==> src/aac_consts.vh <==
// Constants shared by the converter alert and power control block.
`ifndef AAC_CONSTS_VH
`define AAC_CONSTS_VH

// Register word addresses on the Avalon-MM slave.
`define AAC_ADDR_RESULT    6'h00
`define AAC_ADDR_CHSEL     6'h01
`define AAC_ADDR_CONFIG    6'h02
`define AAC_ADDR_ALERT     6'h03
`define AAC_ADDR_STATUS    6'h04
`define AAC_ADDR_HI_BASE   6'h08
`define AAC_ADDR_LO_BASE   6'h0C
`define AAC_ADDR_HYST_BASE 6'h10

// Configuration register field positions.
`define AAC_CFG_REF    0
`define AAC_CFG_SLEEP  1
`define AAC_CFG_POL    3
`define AAC_CFG_AEN    4
`define AAC_CFG_BUSY   5
`define AAC_CFG_DRIVE  6
`define AAC_CFG_LATCH  7
`define AAC_CFG_SWRST  9

// Reset values.
`define AAC_CFG_RESET   10'h000
`define AAC_HI_RESET    9'h1FF
`define AAC_LO_RESET    9'h000
`define AAC_HYST_RESET  9'h1FF
`define AAC_CHSEL_RESET 2'h0

// Timing, in nanoseconds at the printed figures, and derived cycle counts.
`define AAC_CLK_MHZ       100
`define AAC_CONV_TIME_NS  600
`define AAC_PULSE_GAP_NS  2000
`define AAC_PWRUP_TIME_NS 1000
`define AAC_CONV_CYC      ((`AAC_CONV_TIME_NS * `AAC_CLK_MHZ) / 1000)
`define AAC_GAP_CYC       ((`AAC_PULSE_GAP_NS * `AAC_CLK_MHZ + 999) / 1000)
`define AAC_PWRUP_CYC     ((`AAC_PWRUP_TIME_NS * `AAC_CLK_MHZ) / 1000)
`define AAC_INIT_PULSES   66

`endif

==> src/aac_chan_alert.v <==
// Per-channel upper and lower bound alert flags with hysteresis and latching.
`timescale 1ns/1ps
module aac_chan_alert (
  input  wire       mclk_in,
  input  wire       rst_in,
  input  wire       ce_in,
  input  wire       eval_in,
  input  wire [8:0] value_in,
  input  wire [8:0] upper_in,
  input  wire [8:0] lower_in,
  input  wire [8:0] hyst_in,
  input  wire       latch_in,
  input  wire       clear_in,
  output reg        hi_flag_out,
  output reg        lo_flag_out
);
  reg        hi_sticky_reg;
  reg        lo_sticky_reg;
  wire       hi_set;
  wire       lo_set;
  wire       hi_release;
  wire       lo_release;
  wire [9:0] hi_thresh;
  wire [9:0] lo_thresh;

  // Thresholds kept one bit wider so the sum cannot wrap and an underflowed difference shows in the top bit.
  assign hi_thresh  = {1'b0, upper_in} - {1'b0, hyst_in};
  assign lo_thresh  = {1'b0, lower_in} + {1'b0, hyst_in};
  assign hi_set     = eval_in && (value_in > upper_in);
  assign lo_set     = eval_in && (value_in < lower_in);
  // An underflowed upper threshold can never be crossed, so the flag then waits for a read.
  assign hi_release = eval_in && !hi_thresh[9] && ({1'b0, value_in} < hi_thresh);
  assign lo_release = eval_in && ({1'b0, value_in} > lo_thresh);

  // A new violation beats a clear in the same cycle so no event is lost.
  always @(posedge mclk_in or posedge rst_in) begin
    if (rst_in) begin
      hi_flag_out   <= 1'b0;
      lo_flag_out   <= 1'b0;
      hi_sticky_reg <= 1'b0;
      lo_sticky_reg <= 1'b0;
    end else if (ce_in) begin
      if (hi_set) begin
        hi_flag_out   <= 1'b1;
        hi_sticky_reg <= latch_in;
      end else if (clear_in) begin
        hi_flag_out <= 1'b0;
      end else if (hi_release && !hi_sticky_reg) begin
        hi_flag_out <= 1'b0;
      end
      if (lo_set) begin
        lo_flag_out   <= 1'b1;
        lo_sticky_reg <= latch_in;
      end else if (clear_in) begin
        lo_flag_out <= 1'b0;
      end else if (lo_release && !lo_sticky_reg) begin
        lo_flag_out <= 1'b0;
      end
    end
  end
endmodule // aac_chan_alert

==> src/aac_top.v <==
// Converter control: pulse-train initialization, power modes, alert detection and result shift-out.
//
// Design decisions made here: the register addresses and the Avalon-MM register port.
`timescale 1ns/1ps
`include "aac_consts.vh"

module aac_top (
  input  wire        mclk_in,
  input  wire        rst_in,
  input  wire        clk_en_in,
  input  wire        conversion_start_n_in,
  input  wire [11:0] sample_data_in,
  input  wire        sclk_in,
  input  wire        cs_n_in,
  input  wire [5:0]  avs_address_in,
  input  wire        avs_read_in,
  input  wire        avs_write_in,
  input  wire [31:0] avs_writedata_in,
  output reg  [31:0] avs_readdata_out,
  output wire        avs_waitrequest_out,
  output reg  [1:0]  sample_chan_out,
  output reg         analog_power_out,
  output reg         ref_power_out,
  output reg         init_done_out,
  output reg         conv_busy_out,
  output reg         sdo_out,
  output reg         sdo_oe_n_out,
  output reg         multi_function_output_pin_out,
  output reg         multi_function_output_pin_oe_n_out
);
  localparam NCH = 4;
  localparam CONV_CYC  = `AAC_CONV_CYC; // Unsized, so the counts compare at full width.
  localparam GAP_CYC   = `AAC_GAP_CYC;
  localparam PWRUP_CYC = `AAC_PWRUP_CYC;
  localparam INIT_CNT  = `AAC_INIT_PULSES;
  // Analog power states.
  localparam [1:0] PS_OFF  = 2'b00;
  localparam [1:0] PS_WAKE = 2'b01;
  localparam [1:0] PS_ON   = 2'b10;

  // ***************************************************************
  // Pin synchronisers
  // ***************************************************************
  reg        cnv_s1_reg;
  reg        cnv_s2_reg;
  reg        cnv_s3_reg;
  reg        sclk_s1_reg;
  reg        sclk_s2_reg;
  reg        sclk_s3_reg;
  reg        cs_s1_reg;
  reg        cs_s2_reg;
  reg        cs_s3_reg;
  wire       cnv_fall;
  wire       cnv_rise;
  wire       sclk_fall;
  wire       cs_fall;
  // Edges are found between the second and third stages only.
  always @(posedge mclk_in or posedge rst_in) begin
    if (rst_in) begin
      cnv_s1_reg  <= 1'b1;
      cnv_s2_reg  <= 1'b1;
      cnv_s3_reg  <= 1'b1;
      sclk_s1_reg <= 1'b0;
      sclk_s2_reg <= 1'b0;
      sclk_s3_reg <= 1'b0;
      cs_s1_reg   <= 1'b1;
      cs_s2_reg   <= 1'b1;
      cs_s3_reg   <= 1'b1;
    end else if (clk_en_in) begin
      cnv_s1_reg  <= conversion_start_n_in;
      cnv_s2_reg  <= cnv_s1_reg;
      cnv_s3_reg  <= cnv_s2_reg;
      sclk_s1_reg <= sclk_in;
      sclk_s2_reg <= sclk_s1_reg;
      sclk_s3_reg <= sclk_s2_reg;
      cs_s1_reg   <= cs_n_in;
      cs_s2_reg   <= cs_s1_reg;
      cs_s3_reg   <= cs_s2_reg;
    end
  end
  assign cnv_fall  = cnv_s3_reg && !cnv_s2_reg;
  assign cnv_rise  = !cnv_s3_reg && cnv_s2_reg;
  assign sclk_fall = sclk_s3_reg && !sclk_s2_reg;
  assign cs_fall   = cs_s3_reg && !cs_s2_reg;

  // ***************************************************************
  // Register file and Avalon-MM slave
  // ***************************************************************
  reg  [9:0]  cfg_reg;
  reg  [1:0]  chsel_reg;
  reg  [8:0]  hi_reg [0:NCH-1];
  reg  [8:0]  lo_reg [0:NCH-1];
  reg  [8:0]  hyst_reg [0:NCH-1];
  reg  [14:0] result_reg;
  reg         ack_reg;
  reg  [31:0] rdata_next;
  wire        bus_req;
  wire        wr_take;
  wire        rd_take;
  wire        swrst;
  wire        alert_rd_clr;
  wire [2*NCH-1:0] alert_flags;
  wire        alert_any;
  wire [15:0] result_word;
  integer     i;
  // Every access waits exactly one enabled cycle; the answer comes on the second enabled edge.
  assign bus_req             = avs_read_in || avs_write_in;
  assign avs_waitrequest_out = bus_req && !(ack_reg && clk_en_in); // Stays high while frozen.
  assign wr_take             = avs_write_in && ack_reg && clk_en_in;
  assign rd_take             = avs_read_in && ack_reg && clk_en_in;
  assign swrst               = wr_take && (avs_address_in == `AAC_ADDR_CONFIG)
                               && avs_writedata_in[`AAC_CFG_SWRST];
  assign alert_rd_clr        = (rd_take && (avs_address_in == `AAC_ADDR_ALERT)) || swrst;
  assign alert_any           = |alert_flags;
  assign result_word         = {result_reg[14:12], alert_any, result_reg[11:0]};
  // Read data mux; unmapped addresses read zero.
  always @* begin
    rdata_next = 32'h0000_0000;
    case (avs_address_in)
      `AAC_ADDR_RESULT: rdata_next[15:0] = result_word;
      `AAC_ADDR_CHSEL:  rdata_next[1:0]  = chsel_reg;
      `AAC_ADDR_CONFIG: rdata_next[9:0]  = cfg_reg;
      `AAC_ADDR_ALERT:  rdata_next[2*NCH-1:0] = alert_flags;
      `AAC_ADDR_STATUS: rdata_next[3:0] = {conv_busy_out, ref_power_out, analog_power_out, init_done_out};
      default: begin
        if (avs_address_in[5:2] == `AAC_ADDR_HI_BASE >> 2) begin
          rdata_next[8:0] = hi_reg[avs_address_in[1:0]];
        end else if (avs_address_in[5:2] == `AAC_ADDR_LO_BASE >> 2) begin
          rdata_next[8:0] = lo_reg[avs_address_in[1:0]];
        end else if (avs_address_in[5:2] == `AAC_ADDR_HYST_BASE >> 2) begin
          rdata_next[8:0] = hyst_reg[avs_address_in[1:0]];
        end
      end
    endcase
  end
  // Bus handshake, read data capture and register writes.
  // The register file and the serial output stay live in every power state.
  always @(posedge mclk_in or posedge rst_in) begin
    if (rst_in) begin
      ack_reg          <= 1'b0;
      avs_readdata_out <= 32'h0000_0000;
      cfg_reg          <= `AAC_CFG_RESET;
      chsel_reg        <= `AAC_CHSEL_RESET;
      for (i = 0; i < NCH; i = i + 1) begin
        hi_reg[i]   <= `AAC_HI_RESET;
        lo_reg[i]   <= `AAC_LO_RESET;
        hyst_reg[i] <= `AAC_HYST_RESET;
      end
    end else if (clk_en_in) begin
      ack_reg <= bus_req && !ack_reg;
      if (bus_req && !ack_reg) begin
        avs_readdata_out <= rdata_next;
      end
      if (wr_take) begin
        case (avs_address_in)
          `AAC_ADDR_CHSEL:  chsel_reg <= avs_writedata_in[1:0];
          `AAC_ADDR_CONFIG: cfg_reg <= {1'b0, avs_writedata_in[8:0]}; // software reset bit self-clears
          default: begin
            if (avs_address_in[5:2] == `AAC_ADDR_HI_BASE >> 2) begin
              hi_reg[avs_address_in[1:0]] <= avs_writedata_in[8:0];
            end else if (avs_address_in[5:2] == `AAC_ADDR_LO_BASE >> 2) begin
              lo_reg[avs_address_in[1:0]] <= avs_writedata_in[8:0];
            end else if (avs_address_in[5:2] == `AAC_ADDR_HYST_BASE >> 2) begin
              hyst_reg[avs_address_in[1:0]] <= avs_writedata_in[8:0];
            end
          end
        endcase
      end
    end
  end

  // ***************************************************************
  // Pulse-train initialization
  // ***************************************************************
  reg [6:0] init_cnt_reg;
  reg [7:0] gap_cnt_reg;
  // A pulse counts at its rising end, and only once the gap since the last counted pulse is long enough.
  always @(posedge mclk_in or posedge rst_in) begin
    if (rst_in) begin
      init_cnt_reg  <= 7'h00;
      gap_cnt_reg   <= 8'hFF;
      init_done_out <= 1'b0;
    end else if (clk_en_in) begin
      if (gap_cnt_reg != 8'hFF) begin
        gap_cnt_reg <= gap_cnt_reg + 8'h01;
      end
      if (!init_done_out && cnv_rise && (gap_cnt_reg >= GAP_CYC)) begin
        gap_cnt_reg  <= 8'h01;
        init_cnt_reg <= init_cnt_reg + 7'h01;
        if (init_cnt_reg == INIT_CNT - 7'h01) begin
          init_done_out <= 1'b1;
        end
      end
    end
  end

  // ***************************************************************
  // Conversion timing and power modes
  // ***************************************************************
  reg  [1:0] pstate_reg;
  reg  [7:0] conv_cnt_reg;
  reg  [7:0] wake_cnt_reg;
  wire       eoc;
  assign eoc = conv_busy_out && (conv_cnt_reg == CONV_CYC - 8'h01);
  // Conversions start only once initialized and fully powered.
  always @(posedge mclk_in or posedge rst_in) begin
    if (rst_in) begin
      conv_busy_out   <= 1'b0;
      conv_cnt_reg    <= 8'h00;
      result_reg      <= 15'h0000;
      sample_chan_out <= 2'h0;
    end else if (clk_en_in) begin
      if (swrst) begin
        result_reg <= 15'h0000;
      end
      if (!conv_busy_out) begin
        sample_chan_out <= chsel_reg;
        if (cnv_fall && init_done_out && (pstate_reg == PS_ON)) begin
          conv_busy_out <= 1'b1;
          conv_cnt_reg  <= 8'h00;
        end
      end else if (eoc) begin
        conv_busy_out <= 1'b0;
        result_reg    <= {1'b0, sample_chan_out, sample_data_in};
      end else begin
        conv_cnt_reg <= conv_cnt_reg + 8'h01;
      end
    end
  end
  // Power state: the start-pin level at end of conversion keeps or drops analog power.
  always @(posedge mclk_in or posedge rst_in) begin
    if (rst_in) begin
      pstate_reg   <= PS_ON;
      wake_cnt_reg <= 8'h00;
    end else if (clk_en_in) begin
      case (pstate_reg)
        PS_ON: begin
          if (cfg_reg[`AAC_CFG_SLEEP] && !conv_busy_out) begin
            pstate_reg <= PS_OFF;
          end else if (eoc && !cnv_s2_reg) begin
            pstate_reg <= PS_OFF;
          end
        end
        PS_OFF: begin
          if (!cfg_reg[`AAC_CFG_SLEEP] && cnv_rise) begin
            pstate_reg   <= PS_WAKE;
            wake_cnt_reg <= 8'h00;
          end
        end
        PS_WAKE: begin
          if (cfg_reg[`AAC_CFG_SLEEP]) begin
            pstate_reg <= PS_OFF;
          end else if (wake_cnt_reg == PWRUP_CYC - 8'h01) begin
            pstate_reg <= PS_ON;
          end else begin
            wake_cnt_reg <= wake_cnt_reg + 8'h01;
          end
        end
        default: pstate_reg <= PS_ON;
      endcase
    end
  end
  // Power enables toward the analog section.
  always @(posedge mclk_in or posedge rst_in) begin
    if (rst_in) begin
      analog_power_out <= 1'b1;
      ref_power_out    <= 1'b0;
    end else if (clk_en_in) begin
      analog_power_out <= (pstate_reg != PS_OFF);
      ref_power_out    <= cfg_reg[`AAC_CFG_REF];
    end
  end

  // ***************************************************************
  // Alert detection
  // ***************************************************************
  genvar g;
  generate
    for (g = 0; g < NCH; g = g + 1) begin : g_alert
      // The limits are 9 bits wide, so they compare against the top bits of the result.
      aac_chan_alert u_alert (
        .mclk_in     (mclk_in),
        .rst_in      (rst_in),
        .ce_in       (clk_en_in),
        .eval_in     (eoc && (sample_chan_out == g)),
        .value_in    (sample_data_in[11:3]),
        .upper_in    (hi_reg[g]),
        .lower_in    (lo_reg[g]),
        .hyst_in     (hyst_reg[g]),
        .latch_in    (cfg_reg[`AAC_CFG_LATCH]),
        .clear_in    (alert_rd_clr),
        .hi_flag_out (alert_flags[2*g+1]),
        .lo_flag_out (alert_flags[2*g])
      );
    end
  endgenerate
  // ***************************************************************
  // Multi-function pin and serial result output
  // ***************************************************************
  reg  [15:0] shift_reg;
  wire        alert_active;
  wire        pin_level;
  assign alert_active = cfg_reg[`AAC_CFG_AEN] && !cfg_reg[`AAC_CFG_BUSY] && alert_any;
  assign pin_level    = cfg_reg[`AAC_CFG_POL] ? alert_active : !alert_active;
  // Open drain only pulls low, which lets active-low alerts of several parts share one wire.
  always @(posedge mclk_in or posedge rst_in) begin
    if (rst_in) begin
      multi_function_output_pin_out      <= 1'b0;
      multi_function_output_pin_oe_n_out <= 1'b1;
    end else if (clk_en_in) begin
      if (cfg_reg[`AAC_CFG_DRIVE]) begin
        multi_function_output_pin_out      <= pin_level;
        multi_function_output_pin_oe_n_out <= 1'b0;
      end else begin
        multi_function_output_pin_out      <= 1'b0;
        multi_function_output_pin_oe_n_out <= pin_level;
      end
    end
  end
  // The word is loaded at chip-select fall and advances on each SCLK fall while chip select is low.
  always @(posedge mclk_in or posedge rst_in) begin
    if (rst_in) begin
      shift_reg    <= 16'h0000;
      sdo_out      <= 1'b0;
      sdo_oe_n_out <= 1'b1;
    end else if (clk_en_in) begin
      if (cs_fall) begin
        shift_reg <= result_word;
      end else if (!cs_s2_reg && sclk_fall) begin
        shift_reg <= {shift_reg[14:0], 1'b0};
      end
      sdo_out      <= cs_fall ? result_word[15] : shift_reg[15];
      sdo_oe_n_out <= cs_s2_reg;
    end
  end
endmodule // aac_top

==> config.mk <==
export PLATFORM = sky130hd
export DESIGN_NAME = aac_top
export DESIGN_NICKNAME = d
export VERILOG_FILES = /design/src/aac_chan_alert.v /design/src/aac_top.v
export VERILOG_INCLUDE_DIRS = /design/src
export SDC_FILE = /design/constraint.sdc
export NUM_CORES = 1
export LEC_CHECK = 0
export ABC_AREA = 1
export BUFFER_PORTS_ARGS = -buffer_cell sky130_fd_sc_hd__buf_4
export CORE_MARGIN = 8
export CORE_UTILIZATION = 50
export DETAILED_ROUTE_END_ITERATION = 7
export PLACE_DENSITY_LB_ADDON = 0.08
export SLEW_MARGIN = 20
export SYNTH_ARGS = -nofsm -noshare
export SYNTH_HDL_FRONTEND = slang
export SYNTH_HIERARCHICAL = 1
export SYNTH_SLANG_ARGS = --single-unit
==> constraint.sdc <==
create_clock -name mclk_in -period 7.3 [get_ports mclk_in]
set_clock_uncertainty 0.1 [all_clocks]
set_input_delay 0 -clock mclk_in [delete_from_list [all_inputs] [get_ports mclk_in]]
set_output_delay 0 -clock mclk_in [all_outputs]
set_load 0.005 [all_outputs]
Word-level counts from Yosys, hierarchy flattened
Index checks and enable logic that the tools add are counted.

word-level totals
  bits in registers = 234
  bits of input ports = 58
  output and inout port bits = 43
  logic and storage cells = 321

operators by class
  magnitude comparators = 19
  bitwise gates (word level) = 5
  add/sub/neg operators = 12
  equal/unequal tests = 22
  reductions and logical operators = 133
  multiplexer cells = 74

operator list
  cell                                                 count
  bitwise mux 36 bit                                   3
  two-way mux 9 bit                                    10
  two-way mux 8 bit                                    8
  logical AND 1 bit                                    58
  binary-select mux 9 bit (select 2 bit)               3
  two-way mux 15 bit                                   3
  AND reduction 2 bit                                  21
  adder 9 x 9 -> 10 bit                                4
  > comparator 9 x 10 -> 1 bit                         4
  less-than comparator 9 x 10 -> 1 bit                 4
  subtractor 9 x 9 -> 10 bit                           4
  > comparator 9 bit                                   4
  less-than comparator 9 bit                           4
  two-way mux 1 bit                                    32
  two-way mux 16 bit                                   2
  adder 8 x 1 -> 8 bit, second input constant          3
  nonzero test 3 bit                                   8
  zero test 1 bit                                      23
  case mux 2 bit (5 select lines)                      2
  demux 9 bit (select 2 bit)                           1
  case mux 4 bit (4 select lines)                      1
  case mux 8 bit (2 select lines)                      1
  equality test 6 x 2 -> 1 bit, second input constant  2
  AND reduction 3 bit                                  4
  other kinds (33)                                     56

Longest topological paths before layout
Gate-level depths: netlist of run 1.

  depth in word-level cells = 9
  gate-level depth with buffers = 21
  depth with buffers taken out = 21

By module
The synthesis of run 1 kept the hierarchy.

by module, submodules not included
  module                                cells each  instances  area an instance (um2)  sequential area each (um2)
  aac_top                               1305        1          10571.4                 5566.6
  aac_chan_alert at g_alert[1].u_alert  266         1          1788.0                  100.1
  aac_chan_alert at g_alert[2].u_alert  261         1          1781.7                  100.1
  aac_chan_alert at g_alert[3].u_alert  260         1          1780.5                  100.1
  aac_chan_alert at g_alert[0].u_alert  262         1          1766.7                  100.1

Worst setup path before layout of run 1
OpenSTA, ideal clock, no wires.

  path type = reg2reg
  from = register hyst_reg[9] (netlist name)
  to = register g_alert[2].u_alert.lo_flag_out
  path buffers = 0
  data required time = 7.135 ns
  stages on the path, launching flop included = 19
  setup time = 0.065 ns
  arrival time = 2.669 ns
  clock period less this slack = 2.834 ns
  slack = 4.466 ns
  cells stage by stage = dfstp_2 > ha_1 > inv_1 > fa_1 > o31ai_2 > nand4_1 > o211ai_2 > xnor2_1 > ha_1 > nand3_1 > nor3b_1 > nor2_1 > nand2_1 > inv_1 > nand2_1 > nand2_1 > nand2_1 > nand2_1 > nand2_1

between the ends
  word-level cells in the longest chain between the ends = 6

RTL lines
  element                               RTL line             text
  start, declared                       aac_top.v:93         reg [8:0] hyst_reg [0:NCH-1];
  start signal, assigned by index       aac_top.v:147        hyst_reg[i] <= `AAC_HYST_RESET;
  start signal, assigned by index       aac_top.v:164        hyst_reg[avs_address_in[1:0]] <= avs_writedata_in[8:0];
  adder 9 x 9 -> 10 bit                 aac_chan_alert.v:28  assign lo_thresh = {1'b0, lower_in} + {1'b0, hyst_in};
  > comparator 9 x 10 -> 1 bit          aac_chan_alert.v:33  assign lo_release = eval_in && ({1'b0, value_in} > lo_thresh);
  logical AND 1 bit                     aac_chan_alert.v:33
  logical AND 1 bit                     aac_chan_alert.v:56  end else if (lo_release && !lo_sticky_reg) begin
  nonzero test 3 bit (no source line)   -
  AND reduction 2 bit (no source line)  -
  end signal, assigned                  aac_chan_alert.v:39  lo_flag_out <= 1'b0;
  end signal, assigned                  aac_chan_alert.v:55  lo_flag_out <= 1'b0;
  end signal, assigned                  aac_chan_alert.v:57  lo_flag_out <= 1'b0;
  end, declared                         aac_chan_alert.v:15  output reg lo_flag_out

Every way passes these cells.
A chain may end at the register's enable or synchronous reset.

Worst setup path after layout of run 1
  from = register hyst_reg[0] (netlist name)
  to = register g_alert[3].u_alert.lo_flag_out

between the ends
  word-level cells in the longest chain between the ends = 6

RTL lines
  element                               RTL line
  adder 9 x 9 -> 10 bit                 aac_chan_alert.v:28
  > comparator 9 x 10 -> 1 bit          aac_chan_alert.v:33
  logical AND 1 bit                     aac_chan_alert.v:33
  logical AND 1 bit                     aac_chan_alert.v:56
  nonzero test 3 bit (no source line)   -
  AND reduction 2 bit (no source line)  -
  end signal, assigned                  aac_chan_alert.v:39
  end signal, assigned                  aac_chan_alert.v:55
  end signal, assigned                  aac_chan_alert.v:57
  end, declared                         aac_chan_alert.v:15

Every way passes these cells.

==> metrics, run 1 <==
outcome complete, but fails checks; failing checks negative hold slack; Final min period 3.281 ns; Total GRT Usage between 20% and 30%; Routed WL 55.25 mm; Synth Area in XOR/XNOR ~3.6%; clk slew on worst S/H paths 0.06 ns; mapped cell area 0.01769 mm^2; IO buf count 62; Clock Latency Late Sink about 0.56 ns; largest area contributor in the netlist dfrtp_1; die area 0.04165 mm^2; antenna violations before repair 1; crit path launch hyst_reg[0]; Longest Clk Path Bufs 3; post-synthesis compound-gate area fraction 12.97%; filler instances between 3,000 and 4,000; # Max-Cap Violations 0; post-route cell area 0.01999 mm^2; DR iter-0 viols 1,209; Synth Flop Type dfrtp_1; CTS tree done; layout cells sized above 1 10.81%; Syn. warnings 6; Initial DRT Pass Iterations 6; Post-synth EDFFs 0; mean post-synth cell area between 7 and 8 um^2; LEAKAGE 9.339 nW; RR Startpoint hyst_reg[0]; pins over their slew limit 0; Slew @ Worst Pin 0.9916 ns; drt drc 0; top post-synthesis cells by area dfrtp_1, ha_1, nand2_1; chip width between 200 and 250 um; vias 16,170; Placed Instances approximately 2,800; row count 69; largest net degree at the start of global routing 95; largest family of logic cells by synthesized area simple AND/OR/NAND/NOR gates; total global routing overflow 0; Via-to-Cell Ratio around 5.5; chip height 204.1 um; clock root buffer clkbuf_16; Peak supply drop 0.1846 mV; CP endpoint kind flip-flop; ys async rst share 100.0%; non-filler cells in the finished layout 2,933; Setup CP Type flip-flop to flip-flop; H-tree Lvls 1; Ports 101; Final period util 44.94%; Util after Layout 56.76%; R2R Path End g_alert[3].u_alert/lo_flag_out; Startpoint Class flip-flop; Post-Place Cell Area around 0.018 mm^2; Arr. time, crit path about 3.6 ns; clk sink count around 230; core footprint 0.03522 mm^2; most frequent cells after synthesis nand2_1, inv_1, ha_1; Max-slew headroom 33.39%; Distinct cells, synth 52; RSZ-0062 raised after global routing no; Final nets between 2,000 and 3,000; Worst EP required 7.65 ns; power per cell area 203.6 mW/mm^2; sequential cell area fraction in the yosys report 33.73%; Synth Area in Adders 16.04%; final setup TNS 0 ns; most common cell in the synthesized netlist nand2_1; vias in the first global route between 15,000 and 20,000; post-synthesis cell count 2,354; Max Freq 304.8 MHz; Wirelength per Cell 18.84 um; DP HPWL 39.77 mm; setup repair bufs after CTS 0; Synth Area in Simple Gates 25.01%; Worst Hold Class primary input to asynchronous set/reset pin; flop-to-flop setup slack 4.02 ns; RePlAce Congestion between 0.9 and 1; Worst Reg2Reg Path Length in Cells 18; #FFs+latches synth 234; DRT antenna net count 0; mux cell area share after synthesis less than 1%; Initial Util 50.22%; endpoints failing hold 5; CTS Buf Count 28; Layout area overhead 13.03%; hold_ws -0.01269 ns; Yosys top cell area share about a fifth; Tot Pwr 4.070 mW; # setup viols final 0; critical-path maximum fanout 4; global-route wire length before repair 86.42 mm
==> timing repair <==
item                      4_1_cts  5_1_grt
hold buffers                   52        0
gates resized for setup         0        0
hold endpoints to repair      204        0
==> critical path: stages (launching register included) <==
cell	delay, ns
dfstp_2	0.60
ha_1	0.21
inv_1	0.07
fa_1	0.41
o31ai_2	0.40
a21oi_1	0.13
o21ai_2	0.16
xor2_1	0.18
ha_1	0.25
nand3_1	0.09
nor3b_1	0.06
nor2_1	0.10
nand2_1	0.06
inv_1	0.04
nand2_1	0.06
nand2_1	0.06
nand2_1	0.05
nand2_1	0.08
nand2_1	0.05
==> worst max path at each step <==
stage / end / slack, ns / depth (start not counted)
6_report: g_alert[3].u_alert/lo_flag_out / 4.02 / 18
5_1_grt: g_alert[3].u_alert/lo_flag_out / 3.78 / 17
4_1_cts: g_alert[1].u_alert/lo_flag_out / 4.05 / 18
3_5_place_dp: g_alert[3].u_alert/lo_flag_out / 4.07 / 18
3_3_place_gp: g_alert[2].u_alert/lo_flag_out / 4.11 / 18
2_1_floorplan: ack_reg / 1.38 / 1
==> per-stage QoR <==
stage	hold slack (ns)	worst slack [ns]
5_1_grt	0.04778	3.781
6_report	-0.01269	4.019
3_5_place_dp	-0.08824	4.069
3_3_place_gp	-0.07644	4.112
4_1_cts	0.01320	4.053
2_1_floorplan	-0.3339	1.383
==> cell type report <==
class | instances | area [um^2] | area share [%]
Clock inverter | 12 | 146.4 | 0.7322
Antenna cell | 1 | 2.502 | 0.01252
Clock buffer | 40 | 847.1 | 4.237
Sequential cell | 234 | 5967 | 29.85
Timing Repair Buffer | 120 | 1031 | 5.157
Multi-Input combinational cell | 1759 | 10260 | 51.34
Inverter | 306 | 1157 | 5.789
Tap cell | 461 | 576.8 | 2.885
==> layer usage <==
metal  GRT usage, %  vias to the layer above  routed length, um
li1               -                     7898                  -
met1          34.21                     7653              23730
met2          43.18                      507              25220
met3          4.359                      115               4065
met4          10.18                        0               2232
met5              0                        -                  0
==> placed cells by master, fill, tap and decap left out, types with 14 or more instances in the layout <==
cell type and instances:
nand2_1 672, inv_1 291, ha_1 214, o21ai_0 201, nor2_1 148, dfrtp_1 145, nand3_1 115, a21oi_1 114
dfstp_2 89, buf_4 68, dlygate4sd3_1 52, nand4_1 49, xor2_1 41, xnor2_1 32, clkbuf_16 29, a31oi_1 20
conb_1 16, nor3_1 14
==> where the power goes <==
part,internal (mW),leakage [nW],switching [mW]
registers,1.46,2.78,0.134
clock network,0.910,0.485,0.572
logic,0.395,6.08,0.599
total,2.77,9.34,1.30
==> logic make-up after synthesis <==
family,count (synthesis)
AO/OA/AOI/OAI,408
XOR/XNOR,73
adder cells (fa/ha/maj),222
buffers and inverters,376
flip-flops,234
multiplexers,1
other,1
AND/OR/NAND/NOR,1039
No activity file was read; power rests on OpenSTA's default activity.
==> run 2, diff against run 1 <==
==> constraint.sdc (replaced) <==
create_clock -name mclk_in -period 3.2 [get_ports mclk_in]
set_clock_uncertainty 0.1 [all_clocks]
set_input_delay 0 -clock mclk_in [delete_from_list [all_inputs] [get_ports mclk_in]]
set_output_delay 0 -clock mclk_in [all_outputs]
set_load 0.005 [all_outputs]
==> run 2 against run 1 <==
  * The flow still finishes with violations (negative hold slack)
  * Die area did not move
  * Worst setup slack got worse by 3.8 ns
  * Critical path depth did not move
  * Register-to-register slack got worse by 3.8 ns
  * Critical endpoint unchanged
==> metrics, run 2 (same netlist as run 1, synthesis figures left out) <==
outcome complete, but fails checks; failing checks negative hold slack; Ports roughly 100; final setup TNS 0 ns; Via-to-Cell Ratio 5.517; CP Cell Sequence ha_1 -> inv_1 -> fa_2 -> o31ai_4 -> nand4_1 -> o211ai_2 -> xnor2_1 -> ha_1 -> nand3_1 -> nor3b_1 -> nor2_1 -> nand2_1 -> inv_1 -> nand2_1 -> nand2_1 -> nand2_1 -> nand2_1 -> nand2_1; Layout area overhead 13.33%; Wirelength per Cell 18.86 um; Startpoint Class flip-flop; Peak supply drop 0.3883 mV; CTS Buf Count 27; CTS tree done; H-tree Lvls 1; most frequent cells in the layout nand2_1, inv_1, ha_1, o21ai_0, nor2_1; clock root buffer clkbuf_16; critical-path maximum fanout 4; hold_ws -0.007138 ns; Final Worst Setup Slack 0.2315 ns; Cell Int Power 6.041 mW; # Max-Cap Violations 0; Critical Path Max Stage Delay ~0.57 ns; Slew @ Worst Pin 0.9517 ns; RePlAce Congestion 0.9402; Placed Instances 2,844; crit path launch hyst_reg[0]; clk sink count 234; Comb power frac between 20% and 30%; Setup CP Type flip-flop to flip-flop; Max Freq about 340 MHz; DRT antenna net count 0; R2R Path End g_alert[3].u_alert/lo_flag_out; Total GRT Usage between 20% and 30%; CP endpoint g_alert[3].u_alert/lo_flag_out; IO buf count 62; Final nets between 2,000 and 3,000; Initial DRT Pass Iterations 6; Initial Util about 50%; DR iter-0 viols 1,409; vias in the first global route 15,550; switching share of power 33.02%; Final min period between 2 and 3 ns; Routed WL 55.43 mm; largest net degree at the start of global routing 103; DP HPWL approximately 40 mm; CP endpoint kind flip-flop; global-route wire length before repair 87.49 mm; layout cells sized above 1 11.78%; Slowest cell on crit path dfstp_2; Most common cell on crit path nand2_1; pre-CTS setup slack 0.06995 ns; sequential power share between 40% and 50%; endpoints failing hold 3; # setup viols final 0; pins over their slew limit 0; row count 69; power per cell area 450.0 mW/mm^2; Clock power frac between 30% and 40%; LEAKAGE 9.359 nW; RR Startpoint hyst_reg[0]; Max-slew headroom 36.48%; total global routing overflow 0; antenna violations before repair 3; vias 16,220; Clock Latency Late Sink 0.55 ns; Worst Hold Class primary input to flip-flop; clk slew on worst S/H paths 0.07 ns; Final period util 92.77%; chip width approximately 200 um; drt drc 0; commonest non-fill, non-tap cell in the layout nand2_1; die area approximately 0.042 mm^2; non-filler cells in the finished layout ~2,900; Longest Clk Path Bufs 3; flop-to-flop setup slack between 0.2 and 0.25 ns; Psw 2.979 mW; core footprint 0.03522 mm^2; Worst EP required 3.59 ns; Arr. time, crit path between 3 and 4 ns; Worst Reg2Reg Path Length in Cells 18; chip height a little over 200 um; RSZ-0062 raised after global routing yes; setup repair bufs after CTS 0
## run 2: cell types whose count changed in the layout (fill, tap and decap cells not counted), moves of 3 or more
cell,previous run,this run
clkbuf_8,8,3
a21oi_1,114,111
o31ai_2,4,0
fa_2,0,6
dlygate4sd3_1,52,46
a21oi_2,2,5
o31ai_4,0,4
buf_4,68,82
clkinvlp_4,3,6
fa_1,8,2
## run 2: through the flow
step	area [um^2]	total power [mW]	utilization, %
floorplan	17750	5.215	-
global placement	18620	5.828	52.86
detailed placement	18620	5.902	52.86
CTS	19960	9.046	56.66
global route	20050	9.592	56.91
finish	20050	9.020	56.91
## run 2: worst min path at each step
stage	from	to	slack, ns	depth (start not counted)
floorplan	rst_in	g_alert[0].u_alert/hi_flag_out	-0.33	1
global placement	rst_in	g_alert[2].u_alert/lo_flag_out	-0.09	2
detailed placement	rst_in	g_alert[1].u_alert/lo_sticky_reg	-0.09	2
CTS	avs_writedata_in[7]	lo_reg[16]	0.01	3
global route	avs_writedata_in[7]	lo_reg[34]	0.003	3
finish	avs_writedata_in[7]	lo_reg[16]	-0.007	3
## run 2: timing repair
action / CTS / global route
gates resized for setup: 0 / 17
setup endpoints to repair: 0 / 7
hold buffers: 46 / 0
endpoints found under the hold margin: 196 / 0
## run 2: critical path, delay by kind of cell (launching register included)
| family | cells | cell delay, ns |
|---|---|---|
| AOI/OAI and AO/OA | 2 | 0.34 |
| xor gates and xnor gates | 1 | 0.09 |
| adders and majority gates | 3 | 0.85 |
| buffers and inverters | 2 | 0.10 |
| DFF | 1 | 0.57 |
| and+or+nand+nor | 10 | 0.87 |
## run 2: final cells by class
| cell class | count | area (um^2) |
|---|---|---|
| Fill cell | 3332 | 15180 |
| Multi-Input combinational cell | 1759 | 10350 |
| Sequential cell | 234 | 5967 |
| Inverter | 306 | 1154 |
| Timing Repair Buffer | 130 | 1116 |
| Clock buffer | 34 | 732.0 |
| Tap cell | 461 | 576.8 |
| Clock inverter | 15 | 148.9 |
| Antenna cell | 1 | 2.502 |
## run 2: routing by layer
| metal | track usage, % | part of all wire, % | vias to the layer above |
|---|---|---|---|
| met3 | 3.138 | 6.5 | 116 |
| met5 | 0 | 0.049 | - |
| met2 | 43.33 | 46 | 527 |
| met1 | 35.87 | 44 | 7663 |
| met4 | 8.923 | 3.3 | 4 |
| li1 | - | - | 7910 |
## run 2: power groups by stage
stage	Clock, mW	Sequential [mW]	Combinational [mW]
3_3_place_gp	0	3.66	2.17
5_1_grt	3.27	3.67	2.66
3_5_place_dp	0	3.67	2.24
2_1_floorplan	0	3.56	1.65
4_1_cts	3.13	3.62	2.29
6_report	3.10	3.62	2.29
